### config.mk
export PLATFORM = sky130hd
export DESIGN_NAME = afh_port
export DESIGN_NICKNAME = d
export VERILOG_FILES = /design/src/design/afh_pkg.sv /design/src/design/afh_fifo.sv /design/src/design/afh_port.sv
export SDC_FILE = /design/constraint.sdc
export NUM_CORES = 1
export LEC_CHECK = 0
export BUFFER_PORTS_ARGS = -buffer_cell sky130_fd_sc_hd__buf_2
export CAP_MARGIN = 20
export CORE_MARGIN = 5
export CORE_UTILIZATION = 60
export DETAILED_ROUTE_END_ITERATION = 8
export MAX_ROUTING_LAYER = met4
export PLACE_DENSITY = 0.79
export SYNTH_ARGS = -nofsm -noshare
export SYNTH_HDL_FRONTEND = slang
export SYNTH_SLANG_ARGS = --single-unit
### constraint.sdc
create_clock -name ref_clk -period 3.8 [get_ports ref_clk]
set_input_delay 0.76 -clock ref_clk [delete_from_list [all_inputs] [get_ports ref_clk]]
set_output_delay 0.76 -clock ref_clk [all_outputs]
set_load 0.1 [all_outputs]
### src/design/afh_pkg.sv
// package: constants and carrier types for the asynchronous fifo host port
package afh_pkg;
  localparam int DATA_W = 8;
  localparam int TX_DEPTH = 16;
  localparam int TX_PTR_W = 4;
  localparam logic [1:0] SYNC_RESET = 2'h3;
  localparam logic [DATA_W-1:0] BYTE_ZERO = 8'h00;
  localparam logic FLAG_IDLE = 1'h1;
  // channel port mode taken from nonvolatile configuration
  typedef enum logic [1:0] {
    AFH_MODE_OFF = 2'h0,
    AFH_MODE_FIFO = 2'h1
  } afh_mode_t;
  // read strobe cycle states, one bit changes per step except hold back to idle
  typedef enum logic [1:0] {
    AFH_RD_IDLE = 2'b00,
    AFH_RD_DRIVE = 2'b01,
    AFH_RD_HOLD = 2'b11
  } afh_rd_state_t;
  // byte stream carrier between the port and the usb engine
  typedef struct packed {
    logic valid;
    logic [DATA_W-1:0] data;
  } afh_byte_t;
  // usb side control requests
  typedef struct packed {
    logic resume_req;
    logic send_now;
  } afh_usb_req_t;
endpackage : afh_pkg

### src/design/afh_fifo.sv
// module: parameterised flip-flop fifo with valid and ready on both sides
`timescale 1ns/1ps
`default_nettype none
module afh_fifo #(
  parameter int WIDTH = 8,
  parameter int DEPTH = 16,
  parameter int PTR_W = 4
) (
  input wire logic ref_clk,
  input wire logic resetn,
  input wire logic in_valid,
  output logic in_ready,
  input wire logic [WIDTH-1:0] in_data,
  output logic out_valid,
  input wire logic out_ready,
  output logic [WIDTH-1:0] out_data
);
  logic [WIDTH-1:0] mem_r [DEPTH];
  logic [PTR_W-1:0] wr_ptr_r;
  logic [PTR_W-1:0] rd_ptr_r;
  logic [PTR_W:0] count_r;
  logic push;
  logic pop;

  // honest full and empty from the occupancy count
  assign in_ready = (count_r != (PTR_W+1)'(DEPTH));
  assign out_valid = (count_r != '0);
  assign out_data = mem_r[rd_ptr_r];
  assign push = in_valid && in_ready;
  assign pop = out_valid && out_ready;

  // storage write
  always_ff @(posedge ref_clk) begin
    if (push) begin
      mem_r[wr_ptr_r] <= in_data;
    end
  end

  // pointers and count
  always_ff @(posedge ref_clk or negedge resetn) begin
    if (!resetn) begin
      wr_ptr_r <= '0;
      rd_ptr_r <= '0;
      count_r <= '0;
    end else begin
      if (push) begin
        wr_ptr_r <= wr_ptr_r + PTR_W'(1);
      end
      if (pop) begin
        rd_ptr_r <= rd_ptr_r + PTR_W'(1);
      end
      if (push && !pop) begin
        count_r <= count_r + (PTR_W+1)'(1);
      end else if (pop && !push) begin
        count_r <= count_r - (PTR_W+1)'(1);
      end
    end
  end
endmodule : afh_fifo
`default_nettype wire

### src/design/afh_port.sv
// module: one channel of the asynchronous byte-wide fifo host port
// What this block does
// - port active only when configured fifo mode
// - bus input except while read strobe low
// - receive flag low when byte waiting
// - receive flag forced high after each read
// - read strobe rise advances receive buffer
// - transmit flag low when space available
// - write strobe fall captures data byte
// - flags undriven during reset, weak pull-up
// - suspended, wake pulse requests usb resume
// - active, wake pulse flushes transmit data
`timescale 1ns/1ps
`default_nettype none
module afh_port (
  input wire logic ref_clk,
  input wire logic resetn,
  input wire afh_pkg::afh_mode_t cfg_mode,
  input wire logic cfg_remote_wake_en,
  input wire logic power_active_n,
  input wire logic [afh_pkg::DATA_W-1:0] data_bus_in,
  output logic [afh_pkg::DATA_W-1:0] data_bus_out,
  output logic data_bus_oe,
  input wire logic rd_n,
  input wire logic wr_n,
  input wire logic send_now_wake_n,
  output logic rx_avail_n,
  output logic rx_avail_oe,
  output logic tx_space_n,
  output logic tx_space_oe,
  input wire afh_pkg::afh_byte_t rx_byte,
  output logic rx_byte_ready,
  output afh_pkg::afh_byte_t tx_byte,
  input wire logic tx_byte_ready,
  output afh_pkg::afh_usb_req_t usb_req
);
  logic port_on;
  logic [1:0] rd_sync_r;
  logic [1:0] wr_sync_r;
  logic [1:0] wake_sync_r;
  logic rd_prev_r;
  logic wr_prev_r;
  logic wake_prev_r;
  logic rd_fall;
  logic rd_rise;
  logic wr_fall;
  logic wake_fall;
  afh_pkg::afh_rd_state_t rd_state_r;
  afh_pkg::afh_rd_state_t rd_state_nxt;
  logic [afh_pkg::DATA_W-1:0] wr_data_r;
  logic tx_push_r;
  logic fifo_in_ready;
  logic fifo_out_valid;
  logic [afh_pkg::DATA_W-1:0] fifo_out_data;
  logic fifo_out_ready;
  logic tx_out_valid_r;
  logic [afh_pkg::DATA_W-1:0] tx_out_data_r;

  assign port_on = (cfg_mode == afh_pkg::AFH_MODE_FIFO);

  // two-stage strobe synchronisers, first stage read only by the second
  always_ff @(posedge ref_clk or negedge resetn) begin
    if (!resetn) begin
      rd_sync_r <= afh_pkg::SYNC_RESET;
      wr_sync_r <= afh_pkg::SYNC_RESET;
      wake_sync_r <= afh_pkg::SYNC_RESET;
    end else begin
      rd_sync_r <= {rd_sync_r[0], rd_n};
      wr_sync_r <= {wr_sync_r[0], wr_n};
      wake_sync_r <= {wake_sync_r[0], send_now_wake_n};
    end
  end

  // previous synchronised levels for edge detection
  always_ff @(posedge ref_clk or negedge resetn) begin
    if (!resetn) begin
      rd_prev_r <= afh_pkg::FLAG_IDLE;
      wr_prev_r <= afh_pkg::FLAG_IDLE;
      wake_prev_r <= afh_pkg::FLAG_IDLE;
    end else begin
      rd_prev_r <= rd_sync_r[1];
      wr_prev_r <= wr_sync_r[1];
      wake_prev_r <= wake_sync_r[1];
    end
  end

  // one-cycle edge pulses, exactly one per strobe pulse
  assign rd_fall = port_on && rd_prev_r && !rd_sync_r[1];
  assign rd_rise = port_on && !rd_prev_r && rd_sync_r[1];
  assign wr_fall = port_on && wr_prev_r && !wr_sync_r[1];
  assign wake_fall = port_on && wake_prev_r && !wake_sync_r[1];

  // read cycle sequence: drive on fall, advance on rise
  always_comb begin
    rd_state_nxt = rd_state_r;
    case (rd_state_r)
      afh_pkg::AFH_RD_IDLE: begin
        if (rd_fall) begin
          rd_state_nxt = afh_pkg::AFH_RD_DRIVE;
        end
      end
      afh_pkg::AFH_RD_DRIVE: begin
        if (rd_rise) begin
          rd_state_nxt = afh_pkg::AFH_RD_HOLD;
        end
      end
      afh_pkg::AFH_RD_HOLD: begin
        rd_state_nxt = afh_pkg::AFH_RD_IDLE;
      end
      default: begin
        rd_state_nxt = afh_pkg::AFH_RD_IDLE;
      end
    endcase
    // leaving fifo mode mid-strobe must not strand the sequence in drive
    if (!port_on) begin
      rd_state_nxt = afh_pkg::AFH_RD_IDLE;
    end
  end

  // read state register
  always_ff @(posedge ref_clk or negedge resetn) begin
    if (!resetn) begin
      rd_state_r <= afh_pkg::AFH_RD_IDLE;
    end else begin
      rd_state_r <= rd_state_nxt;
    end
  end

  // pop the receive byte once the strobe returns high
  always_ff @(posedge ref_clk or negedge resetn) begin
    if (!resetn) begin
      rx_byte_ready <= 1'b0;
    end else begin
      rx_byte_ready <= (rd_state_r == afh_pkg::AFH_RD_DRIVE) && rd_rise;
    end
  end

  // data bus drive: output only while the read strobe is low
  always_ff @(posedge ref_clk or negedge resetn) begin
    if (!resetn) begin
      data_bus_oe <= 1'b0;
      data_bus_out <= afh_pkg::BYTE_ZERO;
    end else begin
      data_bus_oe <= port_on && !rd_sync_r[1];
      if (rd_state_r == afh_pkg::AFH_RD_IDLE) begin
        data_bus_out <= rx_byte.data; // frozen while the strobe is low
      end
    end
  end

  // receive flag: low when a byte waits, forced high for two cycles after read
  always_ff @(posedge ref_clk or negedge resetn) begin
    if (!resetn) begin
      rx_avail_n <= afh_pkg::FLAG_IDLE;
    end else begin
      if (!port_on || rd_rise || rx_byte_ready) begin
        rx_avail_n <= afh_pkg::FLAG_IDLE;
      end else if (rd_state_r == afh_pkg::AFH_RD_IDLE) begin
        rx_avail_n <= !rx_byte.valid;
      end
    end
  end

  // capture the write byte on the synchronised falling edge
  always_ff @(posedge ref_clk or negedge resetn) begin
    if (!resetn) begin
      wr_data_r <= afh_pkg::BYTE_ZERO;
      tx_push_r <= 1'b0;
    end else begin
      tx_push_r <= wr_fall && fifo_in_ready;
      if (wr_fall) begin
        wr_data_r <= data_bus_in;
      end
    end
  end

  // transmit flag: low while the fifo has space and no byte is pending
  always_ff @(posedge ref_clk or negedge resetn) begin
    if (!resetn) begin
      tx_space_n <= afh_pkg::FLAG_IDLE;
    end else begin
      tx_space_n <= !(port_on && fifo_in_ready && !wr_fall && !tx_push_r);
    end
  end

  // wake input: resume when suspended, flush when active
  always_ff @(posedge ref_clk or negedge resetn) begin
    if (!resetn) begin
      usb_req <= '0;
    end else begin
      usb_req.resume_req <= wake_fall && power_active_n && cfg_remote_wake_en;
      usb_req.send_now <= wake_fall && !power_active_n;
    end
  end

  // flag pin drivers: released in reset so the pull-ups hold the pins high
  always_ff @(posedge ref_clk or negedge resetn) begin
    if (!resetn) begin
      rx_avail_oe <= 1'b0;
      tx_space_oe <= 1'b0;
    end else begin
      rx_avail_oe <= port_on;
      tx_space_oe <= port_on;
    end
  end

  // transmit buffer toward the usb engine
  afh_fifo #(
    .WIDTH(afh_pkg::DATA_W),
    .DEPTH(afh_pkg::TX_DEPTH),
    .PTR_W(afh_pkg::TX_PTR_W)
  ) u_tx_fifo (
    .ref_clk(ref_clk),
    .resetn(resetn),
    .in_valid(tx_push_r),
    .in_ready(fifo_in_ready),
    .in_data(wr_data_r),
    .out_valid(fifo_out_valid),
    .out_ready(fifo_out_ready),
    .out_data(fifo_out_data)
  );

  // output stage takes a new head whenever it is empty or being emptied
  assign fifo_out_ready = !tx_out_valid_r || tx_byte_ready;

  // output stage valid: set on a load, cleared when the engine takes the byte
  always_ff @(posedge ref_clk or negedge resetn) begin
    if (!resetn) begin
      tx_out_valid_r <= 1'b0;
    end else begin
      if (fifo_out_valid && fifo_out_ready) begin
        tx_out_valid_r <= 1'b1;
      end else if (tx_byte_ready) begin
        tx_out_valid_r <= 1'b0;
      end
    end
  end

  // output stage data: moves only on a load so the engine sees a steady byte
  always_ff @(posedge ref_clk or negedge resetn) begin
    if (!resetn) begin
      tx_out_data_r <= afh_pkg::BYTE_ZERO;
    end else begin
      if (fifo_out_valid && fifo_out_ready) begin
        tx_out_data_r <= fifo_out_data;
      end
    end
  end

  // usb-side byte comes straight from the output stage flops
  assign tx_byte.valid = tx_out_valid_r;
  assign tx_byte.data = tx_out_data_r;
endmodule : afh_port
`default_nettype wire

==> results of run 1 <==
per-layer routing:
| layer | vias up | global-route usage, % | share of wire, % | routed length, µm |
|---|---|---|---|---|
| met5 | - | - | 0 | 0 |
| met4 | 0 | 7.22 | 1.4 | 186 |
| li1 | 1655 | - | - | - |
| met1 | 1874 | 27.2 | 43 | 5580 |
| met2 | 123 | 30.9 | 50 | 6540 |
| met3 | 16 | 4.72 | 5.4 | 703 |
cells by family (layout without fill, tap and decap cells):
| family | after synthesis | count (layout) |
|---|---|---|
| flops | 185 | 185 |
| simple gates | 78 | 78 |
| mux | 65 | 65 |
| buf+inv | 31 | 100 |
| compound gates | 26 | 26 |
| fa+ha+maj | 11 | 11 |
| xor+xnor | 10 | 10 |
worst max-delay path, cell delays in order, from the launching register on:
cell and delay, ps:
dfrtp_1 430, or4_1 570, o21ai_1 140, buf_4 260
ha_1 260, inv_1 120, ha_1 320, a21o_1 170
a21oi_1 180, mux2i_1 230, xnor2_1 130
flip-flops by register name (all words and copies together), names as in the netlist, 4 cells and up:
register,count
u_tx_fifo.mem_r,128
data_bus_out,8
tx_out_data_r,8
wr_data_r,8
u_tx_fifo.count_r,5
u_tx_fifo.rd_ptr_r,4
u_tx_fifo.wr_ptr_r,4
cell type report:
type | instances | area [µm²] | share of cell area, %
Inverter | 9 | 33.8 | 0.408
Sequential cell | 185 | 5290 | 63.8
Clock inverter | 13 | 150 | 1.81
Multi-Input combinational cell | 190 | 1870 | 22.5
Timing Repair Buffer | 59 | 315 | 3.80
Clock buffer | 19 | 453 | 5.47
Tap cell | 147 | 184 | 2.22
power by group:
group / total [mW] / internal, mW / switching (mW)
Sequential: 2.75 / 2.40 / 0.348
Clock: 1.77 / 1.06 / 0.711
Combinational: 1.53 / 0.641 / 0.892
cell usage after synthesis, types with 2 or more instances:
| cell | n | area [µm²] |
|---|---|---|
| a21oi_1 | 12 | 60.1 |
| and2_1 | 2 | 12.5 |
| buf_1 | 2 | 7.51 |
| buf_4 | 6 | 45.0 |
| buf_6 | 6 | 67.6 |
| clkbuf_1 | 5 | 18.8 |
| dfrtp_1 | 46 | 1150 |
| dfstp_2 | 11 | 289 |
| edfxtp_1 | 128 | 3840 |
| ha_1 | 10 | 125 |
| inv_1 | 9 | 33.8 |
| mux2_2 | 24 | 270 |
| mux2i_1 | 9 | 90.1 |
| mux4_1 | 16 | 420 |
| mux4_2 | 16 | 360 |
| nand2_1 | 35 | 131 |
| nand2b_1 | 4 | 25.0 |
| nand4_1 | 2 | 12.5 |
| nor2_1 | 19 | 71.3 |
| nor2b_1 | 2 | 12.5 |
| nor3_1 | 8 | 40.0 |
| nor4b_1 | 2 | 17.5 |
| o21ai_0 | 5 | 25.0 |
| o21ai_1 | 8 | 40.0 |
| or4_1 | 2 | 15.0 |
| xnor2_1 | 9 | 78.8 |
how the worst max path moves through the flow:
| stage | end | cells past startpoint | slack, ps |
|---|---|---|---|
| detailed placement | u_tx_fifo.count_r[4]$_DFFE_PN0P_ | 10 | 950 |
| finish | u_tx_fifo.count_r[4]$_DFFE_PN0P_ | 10 | 910 |
| global placement | u_tx_fifo.count_r[4]$_DFFE_PN0P_ | 11 | 1050 |
| CTS | u_tx_fifo.count_r[4]$_DFFE_PN0P_ | 10 | 930 |
| global route | u_tx_fifo.count_r[4]$_DFFE_PN0P_ | 10 | 750 |
| floorplan | u_tx_fifo.count_r[4]$_DFFE_PN0P_ | 11 | 1100 |
through the flow:
step | instance area (µm²) | power (mW) | utilization, % | setup slack, ps | instances
global placement | 7680 | 4.27 | 64.0 | 1050 | 590
global route | 8290 | 6.33 | 69.0 | 745 | 622
CTS | 8290 | 6.09 | 69.0 | 931 | 622
floorplan | 7340 | 4.01 | - | 1100 | 406
finish | 8290 | 6.06 | 69.0 | 912 | 622
detailed placement | 7680 | 4.32 | 64.0 | 953 | 590
placed cells by master, fill, tap and decap left out, types with 2 or more instances in the layout:
cell        count
or4_1           2
buf_4           8
edfxtp_1      128
xnor2_1         9
nor4b_1         2
clkbuf_8        2
nor2_1         19
clkbuf_16      17
and2_1          2
nor3_2          2
nor2b_1         2
nand4_1         2
a21oi_1        12
nand2_1        35
mux4_2         16
ha_1           10
buf_2          51
mux2_2         24
mux4_1         16
clkinvlp_4      3
o21ai_0         5
o21ai_1         8
nand2b_1        4
dfrtp_1        45
nor3_1          6
bufinv_16       3
mux2i_1         9
dfstp_2        11
clkinv_2        4
inv_1           9
==> run summary, run 1 <==
status -> finished clean
TritonRoute pass-1 iters -> 5
Post-Synth Adder-Cell Area -> 1.98%
postcts setup bufs -> 0
H-tree levels -> 4
Required @ worst endpoint -> 4150 ps
hold_ws -> 297 ps
Post-CTS Hold Buffers -> 0
CP startpoint kind -> register
CTS tree -> built
Cells after Synth -> 406
Filler Cell Count -> 785
std cell rows -> 40
maximum root-to-sink buffer count -> 2
final wirelength -> 13.0 mm
# nets final -> 500
vias in the first global route -> 3796
post-DP HPWL -> 8.44 mm
LEAKAGE -> 3.10 nW
first-pass GRT wire length -> 21.0 mm
startpoint of the worst setup timing path -> u_tx_fifo.count_r[1]$_DFFE_PN0P_
Final Hold Viols -> 0
RSZ-0062 raised after global routing -> false
Avg WL per Cell -> 20.9 µm
DR iter-0 viols -> 468
Placer Congestion -> 0.883
RR Startpoint -> u_tx_fifo.count_r[1]$_DFFE_PN0P_
clk_skew -> 10.9 ps
mux cell area share after synthesis -> 15.5%
Initial Util -> 61.1%
max_slew headroom -> 35.5%
ANT nets after route -> 0
Async SR Flop Fraction -> 30.8%
initial antenna violation count -> 0
register area share after synthesis -> 72.0%
Post-Synth XOR/XNOR Area -> 1.19%
Total Routing Usage GR -> 20.3%
Post-Syn Nets -> 444
vias per cell -> 5.90
Top-Level Pins -> 52
Crit Path Category -> register to register
largest family of logic cells by synthesized area -> multiplexers
# DRC -> 0
Synth Warn # -> 0
area growth from synthesis to layout -> 12.9%
max frequency -> 346 MHz
ys flop type -> edfxtp_1
Avg Inst Size Synth -> 18.1 µm²
min Tclk post-route -> 2890 ps
Via Count -> 3668
Hold WC Path Type -> primary input to async pin
synthesized area -> 0.00734 mm²
crit-path max FO -> 20
Die Ht -> 121 µm
Synth Register Bits -> 185
power per cell area -> 731 mW/mm²
CP Data Arrival Time -> 3240 ps
Max Cap Viol -> 0
CTS Root Cell -> clkbuf_16
Die Wd -> 121 µm
Setup violations, final -> 0
CTS Sinks -> 185
Max VDD drop -> 0.494 mV
FF-to-FF End -> u_tx_fifo.count_r[4]$_DFFE_PN0P_
share of cells above drive strength 1 -> 30.3%
CTS buffer count -> 17
Worst R2R Path Depth -> 10
Synth Area in Simple Gates -> 4.75%
GRT overflow -> 0
setup TNS after final layout -> 0 ps
die area -> 0.0145 mm²
clk_lat worst skew -> 430 ps
clk slew on worst S/H paths -> 70 ps
CP endpoint kind -> register
crit share post-route -> 76.0%
Antenna Cells -> 0
post-CTS resize count -> 0
IO buf count -> 51
Max Transition Viols Final -> 0
worst-margin pin slew -> 964 ps
count of cell types in the netlist -> 34
Post-synth EDFFs -> 128
core footprint -> 0.0120 mm²
pin count of the biggest net entering global routing -> 37
complex-gate fraction of the synthesized area -> 1.81%
reg2reg setup slack -> 910 ps
Note: power is estimated with default switching activity, not from simulation.
==> run 2, diff against run 1 <==
--- a/config.mk
+++ b/config.mk
@@ -8,10 +8,10 @@
 export BUFFER_PORTS_ARGS = -buffer_cell sky130_fd_sc_hd__buf_2
 export CAP_MARGIN = 20
 export CORE_MARGIN = 5
-export CORE_UTILIZATION = 60
+export CORE_UTILIZATION = 54
 export DETAILED_ROUTE_END_ITERATION = 8
 export MAX_ROUTING_LAYER = met4
-export PLACE_DENSITY = 0.79
+export PLACE_DENSITY = 0.75
 export SYNTH_ARGS = -nofsm -noshare
 export SYNTH_HDL_FRONTEND = slang
 export SYNTH_SLANG_ARGS = --single-unit
==> constraint.sdc (replaced) <==
create_clock -name ref_clk -period 2.3 [get_ports ref_clk]
set_input_delay 0.46 -clock ref_clk [delete_from_list [all_inputs] [get_ports ref_clk]]
set_output_delay 0.46 -clock ref_clk [all_outputs]
set_load 0.1 [all_outputs]
==> run summary, run 2 (same netlist as run 1, synthesis figures left out) <==
Die Ht -> 127 µm (+5.0%)
Initial Util -> 55.2% (-5.9 points)
power per cell area -> 1200 mW/mm² (+65%)
ANT nets after route -> 0 (unchanged)
# nets final -> 516 (+3.2%)
TritonRoute pass-1 iters -> 4 (-1)
Internal -> 6.96 mW (+70%)
pin count of the biggest net entering global routing -> 36 (-2.7%)
Top-Level Pins -> 52 (unchanged)
crit-path leading delay family -> simple AND/OR/NAND/NOR gates
CTS Root Cell -> clkbuf_16
Placed Instance Area -> 0.00786 mm² (+2.3%)
core footprint -> 0.0133 mm² (+11%)
clock power share -> 28.4% (-0.9 points)
clk_lat worst skew -> 420 ps (about the same)
Die Wd -> 127 µm (+5.0%)
vias per cell -> 5.55 (-6.0%)
Crit Path Category -> register to register
max frequency -> 432 MHz (+25%)
Avg WL per Cell -> 20.1 µm (-4.0%)
Setup violations, final -> 1 (+1)
Antenna Cells -> 0 (unchanged)
final worst slack -> -12.3 ps (-924 ps)
crit share post-route -> 101% (+25 points)
IO buf count -> 51 (unchanged)
final wirelength -> 13.4 mm (+3.0%)
sequential share of power -> 42.1% (-3.3 points)
LEAKAGE -> 3.20 nW (+3.2%)
crit path cell chain -> buf_6 > nor4_4 > nand2_1 > and2_4 > ha_4 > inv_4 > ha_4 > a21o_1 > a21oi_2 > mux2i_1 > xnor2_1
Total Routing Usage GR -> 18.6% (-1.7 points)
area growth from synthesis to layout -> 16.2%
failing checks -> negative setup slack
GRT overflow -> 0 (unchanged)
Final Hold Viols -> 0 (unchanged)
crit-path max FO -> 4 (-80%)
Non-Filler Instances -> 667 (+7.2%)
DR iter-0 viols -> 320 (-32%)
reg2reg setup slack -> -10 ps (-920 ps)
cell mode on critical path -> ha_4
CP endpoint kind -> register
min Tclk post-route -> 2310 ps (-576 ps)
maximum root-to-sink buffer count -> 2 (unchanged)
post-DP HPWL -> 8.47 mm (+0.34%)
Max Transition Viols Final -> 0 (unchanged)
initial antenna violation count -> 0 (unchanged)
CP Data Arrival Time -> 2660 ps (-580 ps)
H-tree levels -> 4 (unchanged)
max FFs per register -> 128 (unchanged)
Top reg by flops -> u_tx_fifo.mem_r
status -> finished with violations
hold_ws -> 135 ps (-163 ps)
crit path buf inv count -> 2 (unchanged)
RSZ-0062 raised after global routing -> true
most frequent cells in the layout -> edfxtp_1 (128), buf_2 (51), dfrtp_1 (45), nand2_1 (35), mux2_2 (24)
CTS tree -> built
std cell rows -> 42 (+5.0%)
share of cells above drive strength 1 -> 33.8% (+3.5 points)
max_slew headroom -> 45.8% (+10 points)
Placer Congestion -> 0.794 (-10%)
critical path's largest stage delay -> 390 ps (-180 ps)
Max Cap Viol -> 0 (unchanged)
clk slew on worst S/H paths -> 60 ps (about the same)
Via Count -> 3699 (+0.85%)
first-pass GRT wire length -> 21.4 mm (+1.8%)
CTS buffer count -> 17 (unchanged)
die area -> 0.0160 mm² (+10%)
clk_skew -> 8.83 ps (-2.08 ps)
CP startpoint kind -> register
commonest non-fill, non-tap cell in the layout -> edfxtp_1
vias in the first global route -> 3979 (+4.8%)
Switch Pwr -> 3.30 mW (+69%)
Max VDD drop -> 1.02 mV (+110%)
combinational share of power -> 29.4% (+4.1 points)
Sw Ratio -> 32.2% (-0.043 points)
Required @ worst endpoint -> 2640 ps (-1510 ps)
worst-margin pin slew -> 810 ps (-154 ps)
# DRC -> 0 (unchanged)
final instance area -> 0.00853 mm² (+2.9%)
Worst path slowest cell -> dfrtp_1
CTS Sinks -> 185 (unchanged)
placed cell count -> 633 (+7.3%)
Hold WC Path Type -> primary input to register
Final Core Density -> 64.2% (-4.8 points)
## run 2: through the flow
step                power, mW  setup slack, ps  setup TNS, ps
finish                   10.3            -12.3          -12.3
global route             10.7             -110           -204
CTS                      10.3            -17.2          -17.2
detailed placement       7.35             -174           -231
global placement         7.25            -62.4          -73.7
floorplan                6.66             -220           -357
## run 2: area by class of cell
type	instances	area, µm²
inverter	9	36.3
timing repair buffer	75	454
sequential	185	5290
multi-input combinational	190	1920
clock buffer	27	558
clock inverter	5	53.8
fill	927	4760
tap	176	220
## run 2: power groups by stage
stage	Sequential (mW)	Clock, mW	Combinational (mW)
2_1_floorplan	4.87	0	1.79
3_3_place_gp	4.35	0	2.90
3_5_place_dp	4.39	0	2.96
4_1_cts	4.33	2.96	3.02
5_1_grt	4.38	3.13	3.24
6_report	4.32	2.92	3.02
## run 2: final timing paths
kind | start | end | depth (start not counted)
setup reg to reg | u_tx_fifo.count_r[2]$_DFFE_PN0P_ | u_tx_fifo.count_r[4]$_DFFE_PN0P_ | 11
hold / removal | rd_n | rd_sync_r[0]$_DFF_PN1_ | 1
min in group asynchronous | resetn | wake_sync_r[0]$_DFF_PN1_ | 2
hold reg to reg | wake_sync_r[0]$_DFF_PN1_ | wake_sync_r[1]$_DFF_PN1_ | 0
max in group asynchronous | resetn | u_tx_fifo.rd_ptr_r[0]$_DFFE_PN0P_ | 3
setup / recovery | u_tx_fifo.count_r[2]$_DFFE_PN0P_ | u_tx_fifo.count_r[4]$_DFFE_PN0P_ | 11
## run 2: metal layers
| metal | GRT usage (%) | vias up | part of all wire [%] |
|---|---|---|---|
| met5 | - | - | 0 |
| met4 | 6.69 | 0 | 1.4 |
| met3 | 4.83 | 13 | 6.2 |
| met2 | 28.8 | 99 | 50 |
| met1 | 24.1 | 1897 | 42 |
| li1 | - | 1690 | - |
## run 2: timing repair
item                                    in CTS  in global routing
endpoints found under the setup margin       3                  3
hold buffers                                 1                  0
pin swaps                                    6                  3
hold endpoints to repair                     2                  0
setup buffers                                1                  0
gates resized for setup                      6                  4
==> run 3, diff against run 2 <==
--- a/config.mk
+++ b/config.mk
@@ -15,3 +15,4 @@
 export SYNTH_ARGS = -nofsm -noshare
 export SYNTH_HDL_FRONTEND = slang
 export SYNTH_SLANG_ARGS = --single-unit
+export TNS_END_PERCENT = 20
==> run summary, run 3 (same netlist as run 1, synthesis figures left out) <==
CTS Root Cell -> clkbuf_16
commonest non-fill, non-tap cell in the layout -> edfxtp_1
max frequency -> 415 MHz (-3.9%)
# DRC -> 0 (unchanged)
RR Startpoint -> u_tx_fifo.count_r[1]$_DFFE_PN0P_
hold_ws -> 13.2 ps (-121 ps)
final worst slack -> -107 ps (-95.0 ps)
Max Transition Viols Final -> 0 (unchanged)
area growth from synthesis to layout -> 16.4%
combinational share of power -> 30.1% (+0.7 points)
Initial Util -> 55.2% (unchanged)
status -> finished with violations
failing checks -> negative setup slack
max FFs per register -> 128 (unchanged)
CTS Sinks -> 185 (unchanged)
CP startpoint kind -> register
Sw Ratio -> 33.2% (+1.0 points)
LEAKAGE -> 3.21 nW (+0.12%)
vias per cell -> 5.57 (+0.42%)
CTS buffer count -> 17 (unchanged)
footprint of the multi-input gates -> 0.00194 mm² (+1.0%)
Crit Path Category -> register to register
Final Core Density -> 64.3% (+0.11 points)
std cell rows -> 42 (unchanged)
first-pass GRT wire length -> 21.3 mm (-0.42%)
Max Cap Viol -> 0 (unchanged)
Max VDD drop -> 0.787 mV (-23%)
CTS tree -> built
IO buf count -> 51 (unchanged)
# nets final -> 517 (+0.19%)
clk slew on worst S/H paths -> 70 ps (about the same)
DR iter-0 viols -> 321 (+0.31%)
vias in the first global route -> 3855 (-3.1%)
CP Data Arrival Time -> 2760 ps (+100 ps)
Hold WC Path Type -> primary input to async pin
Final Hold Viols -> 0 (unchanged)
Antenna Cells -> 0 (unchanged)
worst-margin pin slew -> 843 ps (+33.0 ps)
Via Count -> 3720 (+0.57%)
clk_lat worst skew -> 430 ps (about the same)
post-DP HPWL -> 8.56 mm (+1.0%)
share of cells above drive strength 1 -> 35.6% (+1.8 points)
clock power share -> 27.6% (-0.8 points)
maximum root-to-sink buffer count -> 2 (unchanged)
placed cell count -> 632 (-0.16%)
Total Routing Usage GR -> 18.3% (-0.26 points)
most frequent cells in the layout -> edfxtp_1 (128), buf_2 (51), dfrtp_1 (44), nand2_1 (35), mux2_2 (24)
sequential share of power -> 42.3% (+0.2 points)
Placer Congestion -> 0.784 (-1.3%)
Setup violations, final -> 1 (unchanged)
crit share post-route -> 105% (+4.1 points)
Non-Filler Instances -> 668 (+0.15%)
Filler Cell Count -> 923 (-0.43%)
H-tree levels -> 4 (unchanged)
Die Ht -> 127 µm (unchanged)
Reg area -> 0.00529 mm² (about the same)
Required @ worst endpoint -> 2650 ps (about the same)
Avg WL per Cell -> 20.0 µm (-0.19%)
final wirelength -> 13.4 mm (about the same)
Top reg by flops -> u_tx_fifo.mem_r
setup TNS after final layout -> -107 ps (-95.0 ps)
post-route total power -> 10.3 mW (about the same)
TritonRoute pass-1 iters -> 5 (+1)
crit-path max FO -> 4 (unchanged)
pin count of the biggest net entering global routing -> 36 (unchanged)
reg2reg setup slack -> -110 ps (-100 ps)
min Tclk post-route -> 2410 ps (+95.0 ps)
power per cell area -> 1200 mW/mm² (-0.16%)
max_slew headroom -> 43.6% (-2.2 points)
ANT nets after route -> 0 (unchanged)
Internal -> 6.86 mW (-1.5%)
core footprint -> 0.0133 mm² (unchanged)
Die Wd -> 127 µm (unchanged)
CP endpoint kind -> register
Top-Level Pins -> 52 (unchanged)
GRT overflow -> 0 (unchanged)
startpoint of the worst setup timing path -> u_tx_fifo.count_r[1]$_DFFE_PN0P_
clk_skew -> 9.01 ps (+0.177 ps)
Switch Pwr -> 3.41 mW (+3.2%)
initial antenna violation count -> 0 (unchanged)
RSZ-0062 raised after global routing -> true
die area -> 0.0160 mm² (unchanged)
==> run 3: cell count changes in the layout (fill, tap and decap cells not counted), moves of 2 or more <==
| cell | change |
|---|---|
| inv_4 | +2 |
| ha_1 | -2 |
| clkbuf_1 | -3 |
| buf_4 | +2 |
| inv_6 | +4 |
==> run 3: per-layer routing <==
| metal | vias up | track usage, % | routed length, µm |
|---|---|---|---|
| met4 | 0 | 5.87 | 125 |
| met3 | 12 | 4.79 | 866 |
| li1 | 1695 | - | - |
| met2 | 94 | 28.2 | 6930 |
| met1 | 1919 | 24.3 | 5470 |
| met5 | - | - | 0 |
==> run 3: power groups by stage <==
stage	sequential, mW	clock, mW	combinational (mW)
global route	4.40	3.05	3.30
finish	4.34	2.84	3.09
global placement	4.36	0	2.90
floorplan	4.87	0	1.79
detailed placement	4.40	0	2.96
CTS	4.33	2.89	3.03
==> run 3: metrics by stage <==
step                setup WS, ps  instance area, µm²
finish                      -107                8550
global placement           -65.6                7860
CTS                        -41.2                8490
floorplan                   -220                7370
detailed placement          -188                7860
global route                -216                8550
==> run 3: what timing repair did <==
| item | in CTS | in global routing |
|---|---|---|
| pin swaps | 2 | 9 |
| resized for setup | 3 | 12 |
| endpoints found under the setup margin | 2 | 83 |
| hold buffers | 0 | 0 |
| buffers inserted | 2 | 2 |
| hold endpoints to repair | 0 | 0 |
==> run 3: worst max-delay path, cell delays in order (launching register included) <==
cell,delay (ps)
dfrtp_1,410
or4_4,550
o21ai_4,200
ha_4,190
fa_2,220
inv_2,30
a21o_1,170
a21oi_2,160
mux2i_1,250
xnor2_1,150
==> run 3: cell type report <==
type | instances | share of cell area (%)
Sequential cell | 185 | 61.9
Multi-Input combinational cell | 190 | 22.7
Clock buffer | 22 | 6.05
Timing Repair Buffer | 76 | 5.48
Tap cell | 176 | 2.58
Clock inverter | 10 | 0.878
Inverter | 9 | 0.425
==> run 3: final timing paths <==
| check | to | cells after the start |
|---|---|---|
| worst min register to register | wake_sync_r[1]$_DFF_PN1_ | 0 |
| worst max register to register | u_tx_fifo.count_r[4]$_DFFE_PN0P_ | 9 |
| min in group ref_clk | wake_sync_r[0]$_DFF_PN1_ | 1 |
| worst max-delay path | u_tx_fifo.count_r[4]$_DFFE_PN0P_ | 9 |
| worst min-delay path | usb_req[1]$_DFF_PN0_ | 1 |
| max in group asynchronous | rx_avail_n$_DFFE_PN1P_ | 2 |
